==> config.mk <==
export PLATFORM = sky130hd
export DESIGN_NAME = ttcu_top
export DESIGN_NICKNAME = d
export VERILOG_FILES = /design/src/rtl/ttcu_pkg.sv /design/src/rtl/ttcu_top.sv /design/src/rtl/ttcu_edge.sv /design/src/rtl/ttcu_ab_core.sv
export VERILOG_INCLUDE_DIRS = /design/src /design/src/rtl
export SDC_FILE = /design/constraint.sdc
export NUM_CORES = 1
export LEC_CHECK = 0
export ABC_AREA = 0
export ABC_CLOCK_PERIOD_IN_PS = 7200
export BUFFER_PORTS_ARGS = -buffer_cell sky130_fd_sc_hd__buf_2
export CAP_MARGIN = 30
export CORE_MARGIN = 2
export CORE_UTILIZATION = 50
export CTS_BUF_LIST = sky130_fd_sc_hd__clkbuf_4 sky130_fd_sc_hd__clkbuf_8
export DETAILED_ROUTE_END_ITERATION = 16
export MAX_ROUTING_LAYER = met4
export PLACE_DENSITY_LB_ADDON = 0.05
export SLEW_MARGIN = 30
export SYNTH_ARGS = -nofsm -noshare
export SYNTH_HDL_FRONTEND = slang
export SYNTH_SLANG_ARGS = --single-unit
==> constraint.sdc <==
create_clock -name SYS_CLK_I -period 7.2 [get_ports SYS_CLK_I]
set_input_delay 0.72 -clock SYS_CLK_I [delete_from_list [all_inputs] [get_ports SYS_CLK_I]]
set_output_delay 0.72 -clock SYS_CLK_I [all_outputs]
set_load 0.1 [all_outputs]
==> src/rtl/ttcu_params.svh <==
// Register offsets, reset values and clock divide counts of the timer/counter unit
`ifndef TTCU_PARAMS_SVH
`define TTCU_PARAMS_SVH

// Register indices; the Avalon word address equals the index
`define TTCU_ADR_AB_CTL    8'h88
`define TTCU_ADR_AB_CFG    8'h89
`define TTCU_ADR_CNT_A_LO  8'h8a
`define TTCU_ADR_CNT_B_LO  8'h8b
`define TTCU_ADR_CNT_A_HI  8'h8c
`define TTCU_ADR_CNT_B_HI  8'h8d
`define TTCU_ADR_CC_EN     8'hc1
`define TTCU_ADR_CAP1_LO   8'hc2
`define TTCU_ADR_CAP1_HI   8'hc3
`define TTCU_ADR_CAP2_LO   8'hc4
`define TTCU_ADR_CAP2_HI   8'hc5
`define TTCU_ADR_CAP3_LO   8'hc6
`define TTCU_ADR_CAP3_HI   8'hc7
`define TTCU_ADR_C_CTL     8'hc8
`define TTCU_ADR_CRC_LO    8'hca
`define TTCU_ADR_CRC_HI    8'hcb
`define TTCU_ADR_CNT_C_LO  8'hcc
`define TTCU_ADR_CNT_C_HI  8'hcd

// Reset values
`define TTCU_RST_REG       8'h00
`define TTCU_RST_WORD      16'h0000
`define TTCU_EDGE_IDLE     8'hff

// Core clock cycles per timer tick, and the prescaler count step
`define TTCU_DIV_AB        4'hc
`define TTCU_DIV_STEP      4'h1

`endif

==> src/rtl/ttcu_pkg.sv <==
// Types shared by the timer/counter unit
package ttcu_pkg;

   typedef enum logic [1:0] {
      TTCU_M13   = 2'h0,
      TTCU_M16   = 2'h1,
      TTCU_M8R   = 2'h2,
      TTCU_SPLIT = 2'h3
   } ttcu_mode_t;

   typedef enum logic [1:0] {
      TTCU_CI_STOP  = 2'h0,
      TTCU_CI_CLK   = 2'h1,
      TTCU_CI_EDGE  = 2'h2,
      TTCU_CI_GATED = 2'h3
   } ttcu_cin_t;

   typedef enum logic [1:0] {
      TTCU_CC_OFF = 2'h0,
      TTCU_CC_RSV = 2'h1,
      TTCU_CC_CMP = 2'h2,
      TTCU_CC_CAP = 2'h3
   } ttcu_cc_t;

   typedef enum logic [1:0] {
      TTCU_BUS_IDLE = 2'h1,
      TTCU_BUS_ACK  = 2'h2
   } ttcu_bus_t;

   typedef struct packed {
      logic ovf_flag_b;
      logic run_ctl_b;
      logic ovf_flag_a;
      logic run_ctl_a;
      logic ext_irq_flag_b;
      logic ext_irq_type_b;
      logic ext_irq_flag_a;
      logic ext_irq_type_a;
   } ttcu_abctl_t;

   typedef struct packed {
      logic       gate_ctl_b;
      logic       count_sel_b;
      ttcu_mode_t op_sel_b;
      logic       gate_ctl_a;
      logic       count_sel_a;
      ttcu_mode_t op_sel_a;
   } ttcu_abcfg_t;

   typedef struct packed {
      logic       third_prescale_sel;
      logic       edge_sel_irq_d;
      logic       edge_sel_irq_c;
      logic [1:0] third_reload_sel;
      logic       third_compare_sel;
      ttcu_cin_t  third_input_sel;
   } ttcu_cctl_t;

   typedef struct packed {
      ttcu_cc_t cc_cfg_three;
      ttcu_cc_t cc_cfg_two;
      ttcu_cc_t cc_cfg_one;
      ttcu_cc_t cc_cfg_main;
   } ttcu_cc_enable_cfg_t;

   typedef struct packed {
      logic [7:0] hi;
      logic [7:0] lo;
   } ttcu_word_t;

endpackage : ttcu_pkg

==> src/rtl/ttcu_top.sv <==
// Three 16-bit timer/counters with an Avalon-MM register slave
//
// Summary of operation
// - Timer B overflow sets its flag
// - Timer A overflow sets its flag
// - Timer B counts only while run set
// - Timer A counts only while run set; split high byte runs on B's run bit
// - External interrupts A/B set their flags
// - Type B: 1 falling edge, 0 low level
// - Type A: 1 falling edge, 0 low level
// - Service entry clears flags, not run/type
// - Gate bits enable pin gating per timer
// - Select external events or internal clock
// - Timer B: 13, 16, 8-reload, stopped
// - Timer A: 13, 16, 8-reload, split
// - Live counts readable as byte pairs
// - Timer C clock is core/12 or /24
// - Interrupt D edge: 0 falling, 1 rising
// - Interrupt C edge: 0 falling, 1 rising
// - Timer C reload off, mode 0, 1
// - Compare bit picks compare mode 0/1
// - Timer C stopped, clock, edge, gated
// - Channels 1-3 capture on low write
// - Main channel: off, compare, capture
// - Timer mode ticks every 12 cycles
// - Counter mode counts falling pin edges
// - Reload on overflow or trigger fall
// - Gated timer C holds while input low
`timescale 1ns/100ps
`include "ttcu_params.svh"
module ttcu_top (
   input  wire logic        SYS_CLK_I,
   input  wire logic        NRST_I,
   input  wire logic [7:0]  AVS_ADDRESS_I,
   input  wire logic        AVS_READ_I,
   input  wire logic        AVS_WRITE_I,
   input  wire logic [3:0]  AVS_BYTEENABLE_I,
   input  wire logic [31:0] AVS_WRITEDATA_I,
   output logic      [31:0] AVS_READDATA_O,
   output logic             AVS_WAITREQUEST_O,
   input  wire logic        COUNT_IN_A_I,
   input  wire logic        COUNT_IN_B_I,
   input  wire logic        COUNT_IN_C_I,
   input  wire logic        RELOAD_TRIGGER_IN_I,
   input  wire logic        EXT_IRQ_A_N_I,
   input  wire logic        EXT_IRQ_B_N_I,
   input  wire logic        EXT_IRQ_C_I,
   input  wire logic        EXT_IRQ_D_I,
   input  wire logic [3:0]  SVC_ACK_I,
   output logic      [3:0]  IRQ_FLAGS_O,
   output logic             IRQ_C_EVENT_O,
   output logic             IRQ_D_EVENT_O,
   output logic             OVF_C_O,
   output logic             CMP_OUT_O
);
   // Register state
   ttcu_pkg::ttcu_abctl_t abctl_ff;
   ttcu_pkg::ttcu_abctl_t nxt_abctl;
   ttcu_pkg::ttcu_abcfg_t abcfg_ff;
   ttcu_pkg::ttcu_cctl_t  cctl_ff;
   ttcu_pkg::ttcu_cc_enable_cfg_t  cc_enable_cfg_ff;
   ttcu_pkg::ttcu_word_t  cnt_c_ff;
   ttcu_pkg::ttcu_word_t  nxt_cnt_c;
   ttcu_pkg::ttcu_word_t  crc_ff;
   ttcu_pkg::ttcu_word_t  nxt_crc;
   ttcu_pkg::ttcu_word_t  cap_ff [3];
   ttcu_pkg::ttcu_bus_t   bus_ff;
   logic [31:0]           rdata_ff;
   logic                  wait_ff;
   logic [3:0]            presc_ff;
   logic                  half_ff;
   logic                  cmp_ff;
   logic                  ovf_c_ff;
   logic                  irq_c_ff;
   logic                  irq_d_ff;

   // Bus decode
   wire        bus_req = AVS_READ_I | AVS_WRITE_I;
   wire        bus_acc = bus_ff == ttcu_pkg::TTCU_BUS_ACK;
   wire        wr_acc  = bus_acc & AVS_WRITE_I & AVS_BYTEENABLE_I[0];
   wire [7:0]  wdata   = AVS_WRITEDATA_I[7:0];

   function automatic logic wr_at(input logic [7:0] adr);
      wr_at = wr_acc & (AVS_ADDRESS_I == adr);
   endfunction : wr_at

   wire        wr_abctl = wr_at(`TTCU_ADR_AB_CTL);
   wire        wr_abcfg = wr_at(`TTCU_ADR_AB_CFG);
   wire        wr_a_lo  = wr_at(`TTCU_ADR_CNT_A_LO);
   wire        wr_a_hi  = wr_at(`TTCU_ADR_CNT_A_HI);
   wire        wr_b_lo  = wr_at(`TTCU_ADR_CNT_B_LO);
   wire        wr_b_hi  = wr_at(`TTCU_ADR_CNT_B_HI);
   wire        wr_cc_enable_cfg  = wr_at(`TTCU_ADR_CC_EN);
   wire        wr_cctl  = wr_at(`TTCU_ADR_C_CTL);
   wire        wr_crc_l = wr_at(`TTCU_ADR_CRC_LO);
   wire        wr_crc_h = wr_at(`TTCU_ADR_CRC_HI);
   wire        wr_c_lo  = wr_at(`TTCU_ADR_CNT_C_LO);
   wire        wr_c_hi  = wr_at(`TTCU_ADR_CNT_C_HI);
   wire [2:0]  wr_cap_l = {wr_at(`TTCU_ADR_CAP3_LO), wr_at(`TTCU_ADR_CAP2_LO), wr_at(`TTCU_ADR_CAP1_LO)};
   wire [2:0]  wr_cap_h = {wr_at(`TTCU_ADR_CAP3_HI), wr_at(`TTCU_ADR_CAP2_HI), wr_at(`TTCU_ADR_CAP1_HI)};

   // Pin edges: 0 cnt A, 1 cnt B, 2 cnt C, 3 reload, 4 irq A, 5 irq B, 6 irq C, 7 irq D
   logic [7:0] fall;
   logic [7:0] rise;

   ttcu_edge u_edge (
      .clk_i  (SYS_CLK_I),
      .nrst_i (NRST_I),
      .sig_i  ({EXT_IRQ_D_I, EXT_IRQ_C_I, EXT_IRQ_B_N_I, EXT_IRQ_A_N_I,
                RELOAD_TRIGGER_IN_I, COUNT_IN_C_I, COUNT_IN_B_I, COUNT_IN_A_I}),
      .fall_o (fall),
      .rise_o (rise)
   );

   // Shared prescaler; timer C takes every tick or every second one
   wire tick12 = presc_ff == (`TTCU_DIV_AB - `TTCU_DIV_STEP);
   wire tick_c = tick12 & (~cctl_ff.third_prescale_sel | half_ff);

   // Timers A and B
   wire run_a  = abctl_ff.run_ctl_a & (~abcfg_ff.gate_ctl_a | EXT_IRQ_A_N_I);
   wire run_b  = abctl_ff.run_ctl_b & (~abcfg_ff.gate_ctl_b | EXT_IRQ_B_N_I);
   wire src_a  = abcfg_ff.count_sel_a ? fall[0] : tick12;
   wire src_b  = abcfg_ff.count_sel_b ? fall[1] : tick12;
   wire inc_a  = run_a & src_a;
   wire inc_ah = abctl_ff.run_ctl_b & tick12;
   wire inc_b  = run_b & src_b & (abcfg_ff.op_sel_b != ttcu_pkg::TTCU_SPLIT);
   logic [7:0] a_lo;
   logic [7:0] a_hi;
   logic [7:0] b_lo;
   logic [7:0] b_hi;
   logic       ovf_a;
   logic       ovf_ah;
   logic       ovf_b;

   ttcu_ab_core u_core_a (
      .clk_i    (SYS_CLK_I),
      .nrst_i   (NRST_I),
      .mode_i   (abcfg_ff.op_sel_a),
      .inc_lo_i (inc_a),
      .inc_hi_i (inc_ah),
      .wr_lo_i  (wr_a_lo),
      .wr_hi_i  (wr_a_hi),
      .wdata_i  (wdata),
      .lo_o     (a_lo),
      .hi_o     (a_hi),
      .ovf_o    (ovf_a),
      .ovf_hi_o (ovf_ah)
   );

   ttcu_ab_core u_core_b (
      .clk_i    (SYS_CLK_I),
      .nrst_i   (NRST_I),
      .mode_i   (abcfg_ff.op_sel_b),
      .inc_lo_i (inc_b),
      .inc_hi_i (1'b0),
      .wr_lo_i  (wr_b_lo),
      .wr_hi_i  (wr_b_hi),
      .wdata_i  (wdata),
      .lo_o     (b_lo),
      .hi_o     (b_hi),
      .ovf_o    (ovf_b),
      .ovf_hi_o ()
   );

   // Interrupt flag events
   wire set_ovf_a = ovf_a;
   wire set_ovf_b = ovf_b | ovf_ah;
   wire set_ext_a = abctl_ff.ext_irq_type_a ? fall[4] : ~EXT_IRQ_A_N_I;
   wire set_ext_b = abctl_ff.ext_irq_type_b ? fall[5] : ~EXT_IRQ_B_N_I;

   // A hardware set beats a clear from software or service entry
   function automatic logic flag_nxt(input logic set, input logic cur, input logic wbit, input logic ack);
      flag_nxt = set | (wr_abctl ? wbit : cur & ~ack);
   endfunction : flag_nxt

   always_comb begin
      nxt_abctl                = wr_abctl ? ttcu_pkg::ttcu_abctl_t'(wdata) : abctl_ff;
      nxt_abctl.ext_irq_flag_a = flag_nxt(set_ext_a, abctl_ff.ext_irq_flag_a, wdata[1], SVC_ACK_I[0]);
      nxt_abctl.ovf_flag_a     = flag_nxt(set_ovf_a, abctl_ff.ovf_flag_a, wdata[5], SVC_ACK_I[1]);
      nxt_abctl.ext_irq_flag_b = flag_nxt(set_ext_b, abctl_ff.ext_irq_flag_b, wdata[3], SVC_ACK_I[2]);
      nxt_abctl.ovf_flag_b     = flag_nxt(set_ovf_b, abctl_ff.ovf_flag_b, wdata[7], SVC_ACK_I[3]);
   end

   // Timer C
   wire c_full  = &cnt_c_ff;
   wire inc_c   = (cctl_ff.third_input_sel == ttcu_pkg::TTCU_CI_CLK) & tick_c |
                  (cctl_ff.third_input_sel == ttcu_pkg::TTCU_CI_EDGE) & fall[2] |
                  (cctl_ff.third_input_sel == ttcu_pkg::TTCU_CI_GATED) & tick_c & COUNT_IN_C_I;
   wire ovf_c   = inc_c & c_full;
   wire rld_on  = cctl_ff.third_reload_sel[1];
   wire rld_m1  = cctl_ff.third_reload_sel[0];
   wire rld_c   = rld_on & (rld_m1 ? fall[3] : ovf_c);
   wire cap_crc = cc_enable_cfg_ff.cc_cfg_main == ttcu_pkg::TTCU_CC_CAP;
   wire cmp_en  = cc_enable_cfg_ff.cc_cfg_main == ttcu_pkg::TTCU_CC_CMP;
   wire cmp_hit = cnt_c_ff == crc_ff;
   wire cmp_ge  = cnt_c_ff >= crc_ff;

   always_comb begin
      nxt_cnt_c = cnt_c_ff;
      if (rld_c) begin
         nxt_cnt_c = crc_ff;
      end else if (inc_c) begin
         nxt_cnt_c = cnt_c_ff + 16'h0001;
      end
      if (wr_c_lo) begin
         nxt_cnt_c.lo = wdata;
      end
      if (wr_c_hi) begin
         nxt_cnt_c.hi = wdata;
      end
   end

   always_comb begin
      nxt_crc = crc_ff;
      if (wr_crc_l) begin
         nxt_crc = cap_crc ? cnt_c_ff : {crc_ff.hi, wdata};
      end
      if (wr_crc_h) begin
         nxt_crc.hi = wdata;
      end
   end

   // Mode 0 follows the comparison; mode 1 latches on a hit until overflow
   wire nxt_cmp = ~cmp_en ? 1'b0 :
                  ~cctl_ff.third_compare_sel ? cmp_ge :
                  cmp_hit | (cmp_ff & ~ovf_c);

   // Read multiplexer
   function automatic logic [7:0] rd_mux(input logic [7:0] adr);
      case (adr)
         `TTCU_ADR_AB_CTL:   rd_mux = abctl_ff;
         `TTCU_ADR_AB_CFG:   rd_mux = abcfg_ff;
         `TTCU_ADR_CNT_A_LO: rd_mux = a_lo;
         `TTCU_ADR_CNT_A_HI: rd_mux = a_hi;
         `TTCU_ADR_CNT_B_LO: rd_mux = b_lo;
         `TTCU_ADR_CNT_B_HI: rd_mux = b_hi;
         `TTCU_ADR_CC_EN:    rd_mux = cc_enable_cfg_ff;
         `TTCU_ADR_CAP1_LO:  rd_mux = cap_ff[0].lo;
         `TTCU_ADR_CAP1_HI:  rd_mux = cap_ff[0].hi;
         `TTCU_ADR_CAP2_LO:  rd_mux = cap_ff[1].lo;
         `TTCU_ADR_CAP2_HI:  rd_mux = cap_ff[1].hi;
         `TTCU_ADR_CAP3_LO:  rd_mux = cap_ff[2].lo;
         `TTCU_ADR_CAP3_HI:  rd_mux = cap_ff[2].hi;
         `TTCU_ADR_C_CTL:    rd_mux = cctl_ff;
         `TTCU_ADR_CRC_LO:   rd_mux = crc_ff.lo;
         `TTCU_ADR_CRC_HI:   rd_mux = crc_ff.hi;
         `TTCU_ADR_CNT_C_LO: rd_mux = cnt_c_ff.lo;
         `TTCU_ADR_CNT_C_HI: rd_mux = cnt_c_ff.hi;
         default:            rd_mux = `TTCU_RST_REG;
      endcase
   endfunction : rd_mux

   wire [7:0] rd_byte = AVS_READ_I ? rd_mux(AVS_ADDRESS_I) : `TTCU_RST_REG;

   // Bus handshake: every request waits exactly one cycle
   always_ff @(posedge SYS_CLK_I) begin
      if (!NRST_I) begin
         bus_ff   <= ttcu_pkg::TTCU_BUS_IDLE;
         wait_ff  <= 1'b1;
         rdata_ff <= 32'h0000_0000;
      end else begin
         case (bus_ff)
            ttcu_pkg::TTCU_BUS_IDLE: begin
               if (bus_req) begin
                  bus_ff   <= ttcu_pkg::TTCU_BUS_ACK;
                  wait_ff  <= 1'b0;
                  rdata_ff <= {24'h00_0000, rd_byte};
               end
            end
            default: begin
               bus_ff  <= ttcu_pkg::TTCU_BUS_IDLE;
               wait_ff <= 1'b1;
            end
         endcase
      end
   end

   // Prescaler
   always_ff @(posedge SYS_CLK_I) begin
      if (!NRST_I) begin
         presc_ff <= 4'h0;
         half_ff  <= 1'b0;
      end else begin
         presc_ff <= tick12 ? 4'h0 : presc_ff + `TTCU_DIV_STEP;
         half_ff  <= half_ff ^ tick12;
      end
   end

   // Control registers
   always_ff @(posedge SYS_CLK_I) begin
      if (!NRST_I) begin
         abctl_ff <= `TTCU_RST_REG;
         abcfg_ff <= `TTCU_RST_REG;
         cctl_ff  <= `TTCU_RST_REG;
         cc_enable_cfg_ff  <= `TTCU_RST_REG;
      end else begin
         abctl_ff <= nxt_abctl;
         if (wr_abcfg) begin
            abcfg_ff <= wdata;
         end
         if (wr_cctl) begin
            cctl_ff <= wdata;
         end
         if (wr_cc_enable_cfg) begin
            cc_enable_cfg_ff <= wdata;
         end
      end
   end

   // Timer C, reload/compare register and capture channels
   always_ff @(posedge SYS_CLK_I) begin
      if (!NRST_I) begin
         cnt_c_ff <= `TTCU_RST_WORD;
         crc_ff   <= `TTCU_RST_WORD;
         for (int i = 0; i < 3; i++) begin
            cap_ff[i] <= `TTCU_RST_WORD;
         end
      end else begin
         cnt_c_ff <= nxt_cnt_c;
         crc_ff   <= nxt_crc;
         for (int i = 0; i < 3; i++) begin
            if (wr_cap_l[i]) begin
               // Capture only on code 11; other codes store the byte
               if (cc_enable_cfg_ff[2*i+2 +: 2] == ttcu_pkg::TTCU_CC_CAP) begin
                  cap_ff[i] <= cnt_c_ff;
               end else begin
                  cap_ff[i].lo <= wdata;
               end
            end
            if (wr_cap_h[i]) begin
               cap_ff[i].hi <= wdata;
            end
         end
      end
   end

   // Registered event outputs
   always_ff @(posedge SYS_CLK_I) begin
      if (!NRST_I) begin
         cmp_ff   <= 1'b0;
         ovf_c_ff <= 1'b0;
         irq_c_ff <= 1'b0;
         irq_d_ff <= 1'b0;
      end else begin
         cmp_ff   <= nxt_cmp;
         ovf_c_ff <= ovf_c;
         irq_c_ff <= cctl_ff.edge_sel_irq_c ? rise[6] : fall[6];
         irq_d_ff <= cctl_ff.edge_sel_irq_d ? rise[7] : fall[7];
      end
   end

   assign AVS_READDATA_O    = rdata_ff;
   assign AVS_WAITREQUEST_O = wait_ff;
   assign IRQ_FLAGS_O       = {abctl_ff.ovf_flag_b, abctl_ff.ext_irq_flag_b,
                               abctl_ff.ovf_flag_a, abctl_ff.ext_irq_flag_a};
   assign IRQ_C_EVENT_O     = irq_c_ff;
   assign IRQ_D_EVENT_O     = irq_d_ff;
   assign OVF_C_O           = ovf_c_ff;
   assign CMP_OUT_O         = cmp_ff;
endmodule : ttcu_top

==> src/rtl/ttcu_edge.sv <==
// Edge detector for the synchronous pin inputs
`timescale 1ns/100ps
`include "ttcu_params.svh"
module ttcu_edge (
   input  wire logic       clk_i,
   input  wire logic       nrst_i,
   input  wire logic [7:0] sig_i,
   output logic      [7:0] fall_o,
   output logic      [7:0] rise_o
);
   logic [7:0] prev_ff;

   // Idle high so a pin held high through reset gives no edge
   always_ff @(posedge clk_i) begin
      if (!nrst_i) begin
         prev_ff <= `TTCU_EDGE_IDLE;
      end else begin
         prev_ff <= sig_i;
      end
   end

   assign fall_o = prev_ff & ~sig_i;
   assign rise_o = ~prev_ff & sig_i;
endmodule : ttcu_edge

==> src/rtl/ttcu_ab_core.sv <==
// Count register pair of timer A or B with its four modes
`timescale 1ns/100ps
`include "ttcu_params.svh"
module ttcu_ab_core (
   input  wire logic                clk_i,
   input  wire logic                nrst_i,
   input  wire ttcu_pkg::ttcu_mode_t mode_i,
   input  wire logic                inc_lo_i,
   input  wire logic                inc_hi_i,
   input  wire logic                wr_lo_i,
   input  wire logic                wr_hi_i,
   input  wire logic [7:0]          wdata_i,
   output logic      [7:0]          lo_o,
   output logic      [7:0]          hi_o,
   output logic                     ovf_o,
   output logic                     ovf_hi_o
);
   logic [7:0] lo_ff;
   logic [7:0] hi_ff;
   logic [7:0] nxt_lo;
   logic [7:0] nxt_hi;
   wire        lo5_full = &lo_ff[4:0];
   wire        lo_full  = &lo_ff;
   wire        hi_full  = &hi_ff;

   always_comb begin
      nxt_lo   = lo_ff;
      nxt_hi   = hi_ff;
      ovf_o    = 1'b0;
      ovf_hi_o = 1'b0;
      case (mode_i)
         ttcu_pkg::TTCU_M13: begin
            // Upper three low bits are left untouched
            if (inc_lo_i) begin
               nxt_lo[4:0] = lo_ff[4:0] + 5'h01;
               if (lo5_full) begin
                  nxt_hi = hi_ff + 8'h01;
                  ovf_o  = hi_full;
               end
            end
         end
         ttcu_pkg::TTCU_M16: begin
            if (inc_lo_i) begin
               {nxt_hi, nxt_lo} = {hi_ff, lo_ff} + 16'h0001;
               ovf_o            = hi_full & lo_full;
            end
         end
         ttcu_pkg::TTCU_M8R: begin
            if (inc_lo_i) begin
               nxt_lo = lo_full ? hi_ff : lo_ff + 8'h01;
               ovf_o  = lo_full;
            end
         end
         default: begin
            if (inc_lo_i) begin
               nxt_lo = lo_ff + 8'h01;
               ovf_o  = lo_full;
            end
            if (inc_hi_i) begin
               nxt_hi   = hi_ff + 8'h01;
               ovf_hi_o = hi_full;
            end
         end
      endcase
      if (wr_lo_i) begin
         nxt_lo = wdata_i;
      end
      if (wr_hi_i) begin
         nxt_hi = wdata_i;
      end
   end

   always_ff @(posedge clk_i) begin
      if (!nrst_i) begin
         lo_ff <= `TTCU_RST_REG;
         hi_ff <= `TTCU_RST_REG;
      end else begin
         lo_ff <= nxt_lo;
         hi_ff <= nxt_hi;
      end
   end

   assign lo_o = lo_ff;
   assign hi_o = hi_ff;
endmodule : ttcu_ab_core

=== After elaboration in Yosys (flattened, before gate mapping) ===
Memories as Yosys holds them, arrays and structs flattened.
Index checks and enable logic that the tools add are counted.
Widths: inputs -> output; s select.

* RAM bits: 48
* Memories: 1
* Input bits: 60
* Output and inout bits: 41
* Register bits: 124

* Add/sub/neg operators: 10
* Eq/ne operators: 44
* Reductions and logical operators: 27
* Order comparisons: 1
* Bitwise logic cells: 77
* Muxes and demuxes: 103

{| class="wikitable"
|+ Memories
! name !! depth !! bits a word !! read ports !! clocked after Yosys merged registers in !! wr ports !! line !! RTL
|-
| cap_ff || 3 || 16 || 3 || 0 || 3 || ttcu_top.sv:66 || <nowiki>ttcu_pkg::ttcu_word_t cap_ff [3];</nowiki>
|}

{| class="wikitable"
|+ Operator list
! operator !! number
|-
| $mux 8 || 29
|-
| $eq 8x8->1 const B || 18
|-
| $pmux 8 s18 || 1
|-
| $mux 16 || 7
|-
| $mux 1 || 56
|-
| $add 16x1->16 const B || 3
|-
| $and 1x1->1 || 40
|-
| $add 8x1->8 const B || 4
|-
| $reduce_and 8->1 || 4
|-
| $pmux 5 s3 || 2
|-
| $pmux 8 s3 || 1
|-
| $or 1x1->1 || 21
|-
| $eq 2x2->1 const B || 10
|-
| $pmux 3 s3 || 2
|-
| $and 8x8->8 || 2
|-
| $eq 16x16->1 || 1
|-
| $ge 16x16->1 || 1
|-
| $not 8->8 || 2
|-
| $pmux 8 s2 || 1
|-
| $reduce_and 16->1 || 1
|-
| $reduce_and 5->1 || 3
|-
| $ne 3x2->1 const B || 4
|-
| $reduce_and 2->1 || 6
|-
| $not 1->1 || 11
|-
| 17 further kinds || 32
|}

=== Logic depth before layout (Yosys ltp) ===
* Depth in word-level cells: 11
* Depth in mapped cells: 10

=== Modules after synthesis ===
A second synthesis with hierarchy kept.

* Cells, all modules: 1313
* Area total of the unflattened synthesis: 11224.5 sq um

{| class="wikitable"
|+ Modules (own cells, without submodules)
! module !! cells an instance !! instances !! area an instance (sq um)
|-
| ttcu_top || 949 || 1 || 8296.7
|-
| ttcu_ab_core || 166 || 2 || 1308.8
|-
| ttcu_edge || 32 || 1 || 310.3
|}

=== Worst setup path before layout ===
Ideal clock, no wire load.

* Path kind: input port to flip-flop
* Start point: input AVS_ADDRESS_I[0]
* End point: memory cap_ff[0][10] in the netlist's numbering (enable)
* Data arrival time: 2708 ps
* Stages: 6
* Data required time: 6802 ps
* Path buffers: 4
* Library setup time: 398 ps
* Path slack: 4094 ps
* Path through: buf_2 buf_2 buf_1 clkbuf_1 a21oi_1 o41ai_1

{| class="wikitable"
|+ RTL lines
! element !! line !! RTL
|-
| start, declared || ttcu_top.sv:34 || <nowiki>input wire logic [7:0] AVS_ADDRESS_I,</nowiki>
|-
| end, declared || ttcu_top.sv:66 ||
|}

==> run summary <==
FF+latch area = 3900 µm²
commonest non-fill, non-tap cell in the layout = nor2_1
Crit path max-delay family = simple AND/OR/NAND/NOR gates
clock sink count = 171
fmax = 307 MHz
starting DRC count in detailed routing = 1186
CP Data Arrival Time = 3.49 ns
antenna cells = 0
fraction of layout cells with a size suffix above 1 = 11.3%
dpl cell area = 11300 µm²
vias = 10300
Period Utilization, post-route = 45.2%
Pwr Density = 166 nW/µm²
first-pass detailed-route iteration total = 6
crit path launch type = input port
Layout area overhead = 5.90%
multi-input logic area = 6540 µm²
Final Hold Fails = 0
Crit path buffers/inverters = 1
number of global-route vias before repair = 9467
fillcell total = 2083
Pins Over Slew Limit = 0
hold buffer count at CTS = 0
HPWL Detailed = 27700 µm
Top FF cell, synth = dfxtp_1
Post-CTS Setup Inserts = 0
syn avg cell area = 8.66 µm²
clk_lat worst skew = 0.49 ns
EDFF count, synth = 48
fin area = 11700 µm²
die area = 23300 µm²
Setup Viol. Count Final = 0
Routed WL = 39900 µm
maximum VDD drop = 0.120 mV
Slowest-stage cell, CP = or3_1
drt drc = 0
clock root cell = clkbuf_8
Async SR Flop Fraction = 0%
width of the die = 153 µm
Setup crit end kind = flop
aggregate global routing overflow = 0
TritonCTS clock tree = yes
largest net degree at the start of global routing = 54
Clock Tree Buf Depth = 2
setup_tns = 0 ns
Synth cell types = 97
DR WL/cell = 25.7 µm
Worst-path clk slew = 0.10 ns
min Tclk post-route = 3.25 ns
Port Buffer Count = 49
CTS Buf Count = 17
antenna violations before repair = 0
routed vias/inst = 6.64
yosys warns = 0
GPL Wtd Cong = 0.987
htree depth = 4
max cap viols = 0
Leak Pwr = 4.32 nW
flops & latches, synth = 171
path category of the worst min-delay check = input port to flop
actual slew at the worst max-slew pin = 0.934 ns
GRT Util Overall = 35.0%
CORE AREA = 21800 µm²
sequential share of the synthesized area = 35.3%
Final #Nets = 1352
PostCTS Resize Cnt = 0
num rows = 54
Max FO, Critical Path = 25
Mapped Cells = 1277
slew margin rel. = 37.4%
num ports = 101
first-pass GRT wire length = 60500 µm
slowest cell delay on critical path = 0.68 ns
Cell Chain, Critical Path = buf_2 -> nand4bb_1 -> or3_1 -> nor2_8 -> nand4_2 -> mux2i_1 -> nor2_1
crit path kind = input port to flop
Routed Antenna Nets = 0
CP required = 7.43 ns
Mapped Area = 11100 µm²
Die H = 153 µm
outcome = completed
Starting Density = 50.8%
Max Clock Skew = 0.0157 ns
commonest cells after routing, fill and taps aside = nor2_1 (137), dfxtp_1 (123), nand2_1 (93)
RSZ-0062 raised after global routing = false
==> per-layer routing <==
layer / global-route usage, % / part of all wire [%] / vias up
met5: - / 0 / -
met4: 10.4 / 2.6 / 0
met3: 5.38 / 9.7 / 76
met2: 50.2 / 43 / 542
met1: 50.9 / 45 / 5032
li1: - / - / 4650
==> cell type report <==
cell class              count  share of cell area (%)
inverters                  38                    1.22
well taps                 280                    2.99
clock inverters            15                    1.38
flip-flops and latches    171                    33.3
repair buffers             67                    3.25
multi-input cells         964                    55.8
clock buffers              17                    2.00
==> per-stage QoR <==
stage	hold WS, ns	total power [mW]	utilization (%)	worst slack [ns]	cells
floorplan	0.417	1.19	-	4.09	1300
global placement	0.434	1.23	51.8	3.35	1520
detailed placement	0.440	1.24	52.0	3.55	1520
CTS	0.412	1.94	53.8	4.07	1552
global route	0.417	1.98	53.8	3.84	1552
finish	0.426	1.94	53.8	3.95	1552
==> flip-flops by register name, summed over array words and instances (netlist names), 8 cells and up <==
register          flops
AVS_READDATA_O        8
abcfg_ff              8
cap_ff               48
cc_enable_cfg_ff      8
cctl_ff               8
cnt_c_ff             16
crc_ff               16
u_core_a.hi_o         8
u_core_a.lo_o         8
u_core_b.hi_o         8
u_core_b.lo_o         8
u_edge.prev_ff        8
==> worst register-to-register path, cell delays in order, from the launching register on <==
cell and delay (ns):
dfxtp_1 0.60, ha_1 0.33, nand3_1 0.17, inv_1 0.13, ha_1 0.21, mux2i_1 0.13, a2111oi_4 0.58, nand4_4 0.19
or3_1 0.38, a311oi_1 0.24
==> cells in the mapped netlist, types with 17 or more instances <==
cell type | instances | area (µm²)
nor3_1 | 19 | 95.1
o211ai_1 | 17 | 128
dfxtp_1 | 123 | 2460
nand4_1 | 21 | 131
a22o_1 | 18 | 158
buf_2 | 26 | 130
a21oi_1 | 72 | 360
clkbuf_1 | 61 | 229
nand3_1 | 62 | 310
buf_4 | 31 | 233
xor2_1 | 19 | 166
ha_1 | 33 | 413
a22oi_1 | 18 | 135
nand2_1 | 93 | 349
o21ai_0 | 61 | 305
inv_1 | 36 | 135
nor2_1 | 138 | 518
nor2b_1 | 17 | 106
mux2i_1 | 82 | 821
edfxtp_1 | 48 | 1440
==> power breakdown <==
group	leakage, nW	internal (mW)	switching, mW
clock	0.190	0.314	0.408
combinational	2.64	0.0364	0.174
sequential	1.49	1.00	0.00680
==> logic make-up (layout without fill, tap and decap cells) <==
group,after synthesis,count (layout),share of synthesized area [%]
compound gates,332,332,21.1
xor+xnor,32,32,2.53
fa+ha+maj,33,33,3.73
buf+inv,165,137,6.94
flops,171,171,35.3
mux,93,93,9.05
other cells,1,24,0.0339
simple gates,450,450,21.3
==> path summary, 6_finish.rpt <==
path,startpoint,endpoint,slack [ns],depth (start not counted)
min,COUNT_IN_B_I,u_edge.prev_ff[1]$_SDFF_PN1_,0.43,2
max reg2reg,u_core_b.lo_o[0]$_SDFFE_PN0P_,u_core_b.hi_o[7]$_SDFFE_PN0P_,4.16,9
max,AVS_ADDRESS_I[6],cap_ff[0][3]$_SDFFCE_PP0P_,3.95,7
min reg2reg,presc_ff[0]$_SDFF_PP0_,presc_ff[0]$_SDFF_PP0_,0.45,1
(Power assumes the default switching activity.)
